--- config.mk ---
export PLATFORM = sky130hd
export DESIGN_NAME = status_flags
export DESIGN_NICKNAME = d
export VERILOG_FILES = /design/src/hdl/status_flags.v
export VERILOG_INCLUDE_DIRS = /design/src /design/src/shared
export SDC_FILE = /design/constraint.sdc
export NUM_CORES = 1
export LEC_CHECK = 0
export ABC_AREA = 1
export BUFFER_PORTS_ARGS = -buffer_cell sky130_fd_sc_hd__buf_2
export CAP_MARGIN = 20
export CORE_MARGIN = 10
export CORE_UTILIZATION = 50
export DETAILED_ROUTE_END_ITERATION = 6
export GPL_TIMING_DRIVEN = 0
export PLACE_DENSITY = 0.8
export SETUP_SLACK_MARGIN = 0.4
export SLEW_MARGIN = 20
export SYNTH_ARGS = -nofsm -noshare
export SYNTH_HDL_FRONTEND = slang
export SYNTH_SLANG_ARGS = --single-unit
--- constraint.sdc ---
create_clock -name SYS_CLK -period 3.1 [get_ports SYS_CLK]
set_input_delay 0.62 -clock SYS_CLK [delete_from_list [all_inputs] [get_ports SYS_CLK]]
set_output_delay 0.62 -clock SYS_CLK [all_outputs]
set_load 0.005 [all_outputs]
--- src/shared/flag_consts.vh ---
// flag register constants: bit positions, register offset, reset values
// assumes a 32-bit APB slave with one aligned word per register
`ifndef FLAG_CONSTS_VH
`define FLAG_CONSTS_VH
`define FLG_BIT_CARRY      3'd0
`define FLG_BIT_HALF       3'd1
`define FLG_BIT_ZERO       3'd2
`define FLG_BIT_OVF        3'd3
`define FLG_BIT_PDOWN      3'd4
`define FLG_BIT_WDTO       3'd5
`define FLG_BIT_CHZERO     3'd6
`define FLG_BIT_XOVF       3'd7
`define FLG_OFFSET         12'h000
`define FLG_CTRL_OFFSET    12'h004
`define FLG_RESET          8'h00
`define FLG_SW_MASK        8'hCF
`define OP_NONE            4'h0
`define OP_ADD             4'h1
`define OP_ADC             4'h2
`define OP_SUB             4'h3
`define OP_SBC             4'h4
`define OP_LOGIC           4'h5
`define OP_RLC             4'h6
`define OP_RRC             4'h7
`define OP_INCDEC          4'h8
`endif

--- src/hdl/status_flags.v ---
// status flag register of the core and its update logic
// assumes the datapath presents one instruction per cycle on EX_VALID with
// its operands; flags commit at the same edge as the instruction result
//
// Function
// RL1: the xor flag takes overflow xor the top bit of the current result.
// RL2: plain subtract loads the chained zero flag with the zero flag.
// RL3: subtract with borrow loads chained zero with its old value and the zero result.
// RL4: every other instruction leaves the chained zero flag alone.
// RL5: watchdog expiry sets the watchdog time-out flag.
// RL6: power-up, watchdog clear or halt clears the watchdog time-out flag.
// RL7: power-up or watchdog clear clears the power-down flag.
// RL8: halt sets the power-down flag.
// RL9: overflow is carry into the top bit differing from carry out of it.
// RL10: zero is set on an all-zero arithmetic or logic result, cleared otherwise.
// RL11: half carry is the carry out of the low nibble, or no nibble borrow on subtract.
// RL12: carry is the add carry or the absence of borrow on subtract.
// RL13: rotate through carry shifts carry in and captures the bit shifted out.
// RL14: software writes never change the time-out or power-down flags.
// RL15: all flag updates of an instruction land on the edge that commits it.
`timescale 1ns/10ps
`default_nettype none
`include "flag_consts.vh"
module status_flags
(
  input  wire        SYS_CLK,
  input  wire        RST,
  input  wire        PSEL,
  input  wire        PENABLE,
  input  wire        PWRITE,
  input  wire [11:0] PADDR,
  input  wire [31:0] PWDATA,
  input  wire [3:0]  PSTRB,
  output reg  [31:0] PRDATA,
  output reg         PREADY,
  output reg         PSLVERR,
  input  wire        EX_VALID,
  input  wire [3:0]  EX_OP,
  input  wire [7:0]  EX_A,
  input  wire [7:0]  EX_B,
  input  wire        EX_WDT_CLEAR,
  input  wire        EX_HALT,
  input  wire        WDT_EXPIRE,
  output reg  [7:0]  EX_RESULT,
  output reg  [7:0]  FLAGS
);

  // ---------------------------------------------------------------
  // arithmetic
  // ---------------------------------------------------------------
  // sum with carries: returns {c_out, c_into7, c_nib, result}
  function [10:0] add8;
    input [7:0] a;
    input [7:0] b;
    input       cin;
    reg   [4:0] lo;
    reg   [7:0] lo7;
    reg   [8:0] full;
    begin
      lo   = {1'b0, a[3:0]} + {1'b0, b[3:0]} + {4'h0, cin};
      lo7  = {1'b0, a[6:0]} + {1'b0, b[6:0]} + {7'h00, cin};
      full = {1'b0, a} + {1'b0, b} + {8'h00, cin};
      add8 = {full[8], lo7[7], lo[4], full[7:0]};
    end
  endfunction

  // subtract as a plus inverted b; carry in high means no borrow pending
  function [10:0] sub8;
    input [7:0] a;
    input [7:0] b;
    input       nb;
    begin
      sub8 = add8(a, ~b, nb);
    end
  endfunction

  // all-zero test of an 8-bit result
  function zero8;
    input [7:0] v;
    begin
      zero8 = (v == 8'h00);
    end
  endfunction

  reg  [7:0]  flags_reg;
  reg  [7:0]  flags_next;
  reg  [7:0]  res_next;
  reg  [10:0] sum;
  reg         arith;
  reg         wdto_cur;
  reg         pdown_cur;
  reg         sw_hit;
  reg         wdt_sync1_reg;
  reg         wdt_sync2_reg;
  reg         wdt_prev_reg;
  wire        wdt_rise;
  wire        sel_flags;
  wire        sel_ctrl;
  wire        op_rotate;
  wire        op_sets_zero;
  wire        op_sub_plain;
  wire        op_sub_borrow;
  wire        sys_clear;
  wire        sys_halt;
  reg  [31:0] prdata_next;
  reg         pready_next;
  reg         pslverr_next;

  // ---------------------------------------------------------------
  // watchdog expiry synchroniser
  // ---------------------------------------------------------------
  // watchdog expiry arrives from another domain
  always @(posedge SYS_CLK)
  begin
    if (RST)
    begin
      wdt_sync1_reg <= 1'b0;
      wdt_sync2_reg <= 1'b0;
      wdt_prev_reg  <= 1'b0;
    end
    else
    begin
      wdt_sync1_reg <= WDT_EXPIRE;
      wdt_sync2_reg <= wdt_sync1_reg;
      wdt_prev_reg  <= wdt_sync2_reg;
    end
  end
  assign wdt_rise = wdt_sync2_reg & ~wdt_prev_reg;

  assign sel_flags = (PADDR == `FLG_OFFSET);
  assign sel_ctrl  = (PADDR == `FLG_CTRL_OFFSET);

  // ---------------------------------------------------------------
  // operation classes
  // ---------------------------------------------------------------
  assign op_rotate     = (EX_OP == `OP_RLC) | (EX_OP == `OP_RRC);
  assign op_sets_zero  = (EX_OP != `OP_NONE) & ~op_rotate;
  assign op_sub_plain  = (EX_OP == `OP_SUB);
  assign op_sub_borrow = (EX_OP == `OP_SBC);
  assign sys_clear     = EX_VALID & EX_WDT_CLEAR;
  assign sys_halt      = EX_VALID & EX_HALT;

  // ---------------------------------------------------------------
  // next flag value
  // ---------------------------------------------------------------
  always @*
  begin
    flags_next = flags_reg;
    res_next   = EX_RESULT;
    sum        = 11'h000;
    arith      = 1'b0;
    sw_hit     = PSEL & PENABLE & PWRITE & PSTRB[0] & sel_flags;
    // software write lands first; an instruction in the same cycle overrides the flags it updates
    if (sw_hit)
    begin
      flags_next = (flags_reg & ~`FLG_SW_MASK) | (PWDATA[7:0] & `FLG_SW_MASK); // RL14
    end
    if (EX_VALID)
    begin
      // one shared adder; subtracts add the inverted operand
      case (EX_OP)
        `OP_ADD:
        begin
          sum   = add8(EX_A, EX_B, 1'b0);
          arith = 1'b1;
        end
        `OP_ADC:
        begin
          sum   = add8(EX_A, EX_B, flags_reg[`FLG_BIT_CARRY]);
          arith = 1'b1;
        end
        `OP_SUB:
        begin
          sum   = sub8(EX_A, EX_B, 1'b1);
          arith = 1'b1;
        end
        `OP_SBC:
        begin
          sum   = sub8(EX_A, EX_B, flags_reg[`FLG_BIT_CARRY]);
          arith = 1'b1;
        end
        `OP_INCDEC:
        begin
          sum = add8(EX_A, EX_B, 1'b0);
        end
        `OP_LOGIC:
        begin
          sum = {3'b000, EX_A & EX_B};
        end
        `OP_RLC:
        begin
          sum = {EX_A[7], 2'b00, EX_A[6:0], flags_reg[`FLG_BIT_CARRY]};
        end
        `OP_RRC:
        begin
          sum = {EX_A[0], 2'b00, flags_reg[`FLG_BIT_CARRY], EX_A[7:1]};
        end
        default:
        begin
          sum = {3'b000, EX_A};
        end
      endcase
      res_next = sum[7:0];
      if (op_sets_zero)
      begin
        flags_next[`FLG_BIT_ZERO] = zero8(sum[7:0]); // RL10
      end
      if (arith)
      begin
        flags_next[`FLG_BIT_CARRY] = sum[10]; // RL12
        flags_next[`FLG_BIT_HALF]  = sum[8]; // RL11
        flags_next[`FLG_BIT_OVF]   = sum[10] ^ sum[9]; // RL9
        flags_next[`FLG_BIT_XOVF]  = (sum[10] ^ sum[9]) ^ sum[7]; // RL1
      end
      if (op_rotate)
      begin
        flags_next[`FLG_BIT_CARRY] = sum[10]; // RL13
      end
      if (op_sub_plain)
      begin
        flags_next[`FLG_BIT_CHZERO] = zero8(sum[7:0]); // RL2
      end
      else if (op_sub_borrow)
      begin
        flags_next[`FLG_BIT_CHZERO] = flags_reg[`FLG_BIT_CHZERO] & zero8(sum[7:0]); // RL3
      end
      // other ops keep chained zero as flags_next holds it: flags_reg, or a software write in the same cycle
      // RL4
    end
    // system flags: expiry wins over a clear in the same cycle
    wdto_cur  = flags_reg[`FLG_BIT_WDTO];
    pdown_cur = flags_reg[`FLG_BIT_PDOWN];
    if (sys_clear || sys_halt)
    begin
      wdto_cur = 1'b0; // RL6
    end
    if (wdt_rise)
    begin
      wdto_cur = 1'b1; // RL5
    end
    if (sys_clear)
    begin
      pdown_cur = 1'b0; // RL7
    end
    else if (sys_halt)
    begin
      pdown_cur = 1'b1; // RL8
    end
    flags_next[`FLG_BIT_WDTO]  = wdto_cur;
    flags_next[`FLG_BIT_PDOWN] = pdown_cur;
  end

  // ---------------------------------------------------------------
  // flag and result registers
  // ---------------------------------------------------------------
  // FLAGS mirrors flags_reg so the port comes straight from a flip-flop
  always @(posedge SYS_CLK)
  begin
    if (RST)
    begin
      flags_reg <= `FLG_RESET; // RL6 RL7
      FLAGS     <= `FLG_RESET;
    end
    else
    begin
      flags_reg <= flags_next; // RL15
      FLAGS     <= flags_next;
    end
  end

  always @(posedge SYS_CLK)
  begin
    if (RST)
    begin
      EX_RESULT <= 8'h00;
    end
    else
    begin
      EX_RESULT <= res_next; // RL15
    end
  end

  // ---------------------------------------------------------------
  // APB slave
  // ---------------------------------------------------------------
  // ready follows the setup cycle by one edge, so every access is wait-free
  always @*
  begin
    pready_next  = PSEL & ~PENABLE;
    pslverr_next = PSEL & ~PENABLE & ~(sel_flags | sel_ctrl);
    prdata_next  = 32'h00000000;
    if (PSEL && !PENABLE && !PWRITE && sel_flags)
    begin
      prdata_next = {24'h000000, flags_reg};
    end
  end

  always @(posedge SYS_CLK)
  begin
    if (RST)
    begin
      PRDATA  <= 32'h00000000;
      PREADY  <= 1'b0;
      PSLVERR <= 1'b0;
    end
    else
    begin
      PRDATA  <= prdata_next;
      PREADY  <= pready_next;
      PSLVERR <= pslverr_next;
    end
  end

endmodule
`default_nettype wire

Word-level counts from Yosys, hierarchy flattened:

Index checks and enable logic that the tools add are counted.

* $add $sub $neg: 15
* eq/ne operators: 9
* multiplexer cells: 16
* bitwise operators: 23
* reduce and logical (&&, ||, !) cells: 14

Operators with widths (count)
* $pmux W11 S7: 1
* $add A8 B8 Y9: 2
* $add A9 B1 Y9: 2
* $add A7 B7 Y8: 2
* $add A8 B1 Y8: 2
* $eq A4 B3 Y1 const B: 4
* $eq A12 B3 Y1 const B: 1
* $logic_not A12 Y1: 1
* $and A1 B1 Y1: 11
* $mux W11: 1
* $add A4 B4 Y5: 2
* $add A5 B1 Y5: 2
* $mux W1: 10
* $add A9 B1 Y9 const B: 1
* $add A8 B1 Y8 const B: 1
* $and A8 B8 Y8: 1
* $eq A4 B2 Y1 const B: 2
* $logic_not A8 Y1: 1
* $mux W8: 1
* $not A8 Y8: 1
* $or A6 B8 Y8: 1
* $reduce_or A2 Y1: 3
* $add A5 B1 Y5 const B: 1
* $not A1 Y1: 5
* 12 further kinds: 18

* register bits: 53
* output and inout bits: 50

Logic depth before layout (Yosys ltp):

* word-level depth: 10
* mapped depth: 23
* depth with buffers taken out: 22

Least setup slack after synthesis:

OpenSTA, ideal clock, no wires.

* path type: in2reg
* start: input EX_B[0]
* end: register flags_reg[7]
* setup time: 109 ps
* arrival: 2631 ps
* path slack: 361 ps
* cell stages on the path: 19
* buffers on the path: 0
* path through: inv_1 ha_1 inv_1 fa_1 inv_1 ha_1 inv_1 nor2_1 nand3_1 nor2_2 nand4_1 nand3_1 nand3_1 nor2_1 nand2_1 nand3_1 nand3_1 nand2_1 inv_1

* longest elaborated chain between the ends: 9

Ends and longest elaborated chain
* start, declared: line status_flags.v:40 `input wire [7:0] EX_B,`
* $not A8 Y8: line status_flags.v:73 `sub8 = add8(a, ~b, nb);`
* $add A8 B8 Y9 / $add A7 B7 Y8 (equally long branches): line status_flags.v:62, status_flags.v:61
* $add A9 B1 Y9 / $add A8 B1 Y8 (equally long branches): line status_flags.v:62, status_flags.v:61
* $pmux W11 S7 *: line status_flags.v:161 `case (EX_OP)`
* $mux W11 *: line status_flags.v:158 `if (EX_VALID)`
* $xor A1 B1 Y1: line status_flags.v:213 `` flags_next[`FLG_BIT_XOVF] = (sum[10] ^ sum[9]) ^ sum[7]; ``
* $xor A1 B1 Y1 *: line status_flags.v:213
* $mux W1 *: line status_flags.v:208 `if (arith)`
* $mux W2 *: line status_flags.v:158
* end signal, assigned: line status_flags.v:261 `` flags_reg <= `FLG_RESET; ``
* end signal, assigned: line status_flags.v:266 `flags_reg <= flags_next;`
* end, declared: line status_flags.v:85 `reg [7:0] flags_reg;`

Mark *: on every way between the ends. The rest lies on a longest branch, timed or not. The select of a mux whose other input is x is not followed.
A chain may end at the register's enable or synchronous reset.

Worst setup path after layout:

* start: input EX_B[0]
* end: register EX_RESULT[5]

* longest elaborated chain between the ends: 5

Ends and longest elaborated chain
* $not A8 Y8: line status_flags.v:73
* $add A8 B8 Y9: line status_flags.v:62 `full = {1'b0, a} + {1'b0, b} + {8'h00, cin};`
* $add A9 B1 Y9: line status_flags.v:62
* $pmux W11 S7 *: line status_flags.v:161
* $mux W11 *: line status_flags.v:158
* end signal, assigned: line status_flags.v:279 `EX_RESULT <= res_next;`
* end, declared: line status_flags.v:44 `output reg [7:0] EX_RESULT,`

Marked as above.

==> reports/results.txt <==
Outcome - finished, final reports clean
Critical path type - input port to flip-flop
Seq pwr share - 28.3%
Clk slew on worst S/H paths - 0.06 ns
Leakage power - 2.394 nW
Startpoint class of the critical path - input port
Fraction of layout cells with a size suffix above 1 - 32.90%
Routed vias - 4229
Min Tclk post-route - 2.792 ns
Finish-stage setup viols - 0
Worst setup EP type - flip-flop
Gr ovfl total - 0
Die area - 11010 um2
Tcrit/Tclk final - 90.06%
Met3 Use GR - 2.948%
Met1 Use GR - 26.65%
Clk root buf - clkbuf_8
Clk_skew - 0.003587 ns
I/O pins - 127
Sw power - 0.0005760 W
GP Congestion - 1.000
Synthesized area - 3605 um2
WP data required - 3.27 ns
DRT iter0 DRCs - 337
Detailed Place HPWL - 9801 um
Syn_area_per_cell - 6.183 um2
Post-synth EDFFs - 0
Cell taking the most area after synthesis - dfxtp_1
Max-cap viol count - 0
Register bit total from synthesis - 29
Initial antenna violation count - 0
Reg2Reg Setup Slack - 0.90 ns
Pwr/cell area - 305.4 nW/um2
Fin Setup TNS - 0 ns
Grt met2 use - 33.90%
Synth cell count leaders - nand2_1, inv_1, nand3_1
DRC viols - 0
Via density - 5.319
Post-synthesis sequential area ratio - 16.11%
Fmax - 358.2 MHz
Max VDD drop - 0.3673 mV
Clk buf depth - 2
Placed cell areas - 4189 um2
CTS buffer count - 5
Avg WL per Cell - 15.29 um
Part of the power in combinational logic - 49.6%
Layout area overhead - 28.22%
Async SR Flop Fraction - 0%
Count leader, synth - nand2_1
Num rows - 30
# nets final - 799
Ys flop type - dfxtp_1
Worst EP arrival - 2.96 ns
Placed insts - 773
P_int - 0.0008357 W
First-pass GRT wire length - 19110 um
Core Area - 6907 um2
Number of global-route vias before repair - 3941
Synth warnings - 0
First-pass DRT Iterations - 5
Later-pin clock latency in the skew report - 0.28 ns
Pwr Total - 0.001412 W
Post-synthesis cell type count - 51
Yosys top cell area share - 16.11%
Sw Share - 40.80%
Starting Density - 52.19%
Ant diodes - 0
Hold_buf cts - 0
Top cells by area, synth - dfxtp_1, nand2_1, nand3_1
Htree depth - 2
Slew Viols, Final - 0
Layout Cells excl Fill - 795
Clock share of power - 22.1%
Crit path max fanout - 3
Finished Cell Area - 4622 um2
Die height - 104.9 um
RSZ-0062 raised after global routing - yes
Dpl ws - -0.06009 ns
Min setup slack post-route - 0.3080 ns
Clock sink count - 29
Total track usage - 20.38%
Cells after synthesis - 583
Final hold vios - 0
TritonCTS clock tree - yes
Die X - 104.9 um
Busiest grt layer - met2
Antenna violation net count after detailed routing - 0
Final wirelength - 12150 um
Largest net degree at the start of global routing - 11
Port Buffers - 71
Hold Path Class - flip-flop to flip-flop
-- per-layer routing --
metal / wire length, um / share of wire [%]
met5: 0 / 0
met2: 5791 / 48
met4: 263 / 2.2
met3: 734 / 6.0
met1: 5363 / 44
-- worst paths after layout --
check,startpoint,to,cells after the start
setup reg to reg,flags_reg[0]$_SDFF_PP0_,flags_reg[0]$_SDFF_PP0_,11
hold / removal,wdt_sync1_reg$_SDFF_PP0_,wdt_sync2_reg$_SDFF_PP0_,2
setup / recovery,EX_B[0],EX_RESULT[5]$_SDFFE_PP0P_,17
hold reg to reg,wdt_sync1_reg$_SDFF_PP0_,wdt_sync2_reg$_SDFF_PP0_,2
-- stage by stage --
stage	util [%]	hold slack (ns)
finish	66.92	0.4080
global route	66.92	0.4257
CTS	63.53	0.4078
detailed placement	60.65	0.3997
global placement	60.65	0.3897
floorplan	-	0.3883
-- worst max-delay path, cell delays in order --
cell      delay, ns
buf_8          0.10
inv_4          0.05
ha_4           0.13
inv_2          0.03
fa_2           0.39
xnor2_2        0.22
nand2_1        0.13
nor2_2         0.14
nand2_2        0.11
buf_4          0.15
o211ai_1       0.19
nand3_2        0.13
nor3_4         0.20
buf_4          0.14
nand2_1        0.05
o211ai_1       0.10
inv_1          0.06
-- layout make-up --
| type | instances | area, um2 |
|---|---|---|
| buffer | 35 | 254.0 |
| clock buffer | 7 | 86.33 |
| fill | 659 | 2285 |
| inverter | 98 | 380.4 |
| multi-input combinational | 444 | 2694 |
| sequential | 29 | 580.6 |
| tap | 96 | 120.1 |
| timing repair buffer | 86 | 506.7 |
-- cell families (layout without fill, tap and decap cells) --
logic type                 after synthesis  count (layout)  share of synthesized area, %
DFF                                     29              29                         16.11
buffers and inverters                  133             226                         17.32
other                                    1              24                        0.1040
xor gates and xnor gates                 4               4                         1.909
and+or+nand+nor                        314             314                         42.31
AOI/OAI and AO/OA                       79              79                         13.85
adders and majority gates               23              23                         8.400
-- cells in the final DEF, fill, tap and decap left out, types with 5 or more instances in the layout --
cell type / count
nand2_2: 18
nor2_2: 13
o211ai_1: 11
inv_1: 75
buf_4: 39
ha_1: 16
nor2_4: 9
o21ai_0: 22
inv_2: 18
buf_2: 70
nor2_1: 48
nand4_1: 15
clkbuf_8: 6
nand2_1: 121
conb_1: 24
dfxtp_1: 29
a21oi_2: 6
nand3_2: 11
o22ai_1: 5
inv_4: 5
nand2_4: 6
o21ai_1: 8
a21oi_1: 14
nand3_1: 55
-- power groups by stage --
| stage | Clock [W] | Sequential (W) | Combinational [W] |
|---|---|---|---|
| 2_1_floorplan | 0 | 0.000409 | 0.000434 |
| 3_3_place_gp | 0 | 0.000406 | 0.000587 |
| 3_5_place_dp | 0 | 0.000407 | 0.000596 |
| 4_1_cts | 0.000319 | 0.000399 | 0.000625 |
| 5_1_grt | 0.000337 | 0.000401 | 0.000771 |
| 6_report | 0.000311 | 0.000399 | 0.000701 |
-- what timing repair did --
action	CTS	global route
gates cloned	0	0
resized for setup	22	37
setup endpoints to repair	7	7
setup buffers	4	11
pin swaps	19	18
Power figures use the tool's default switching activity.
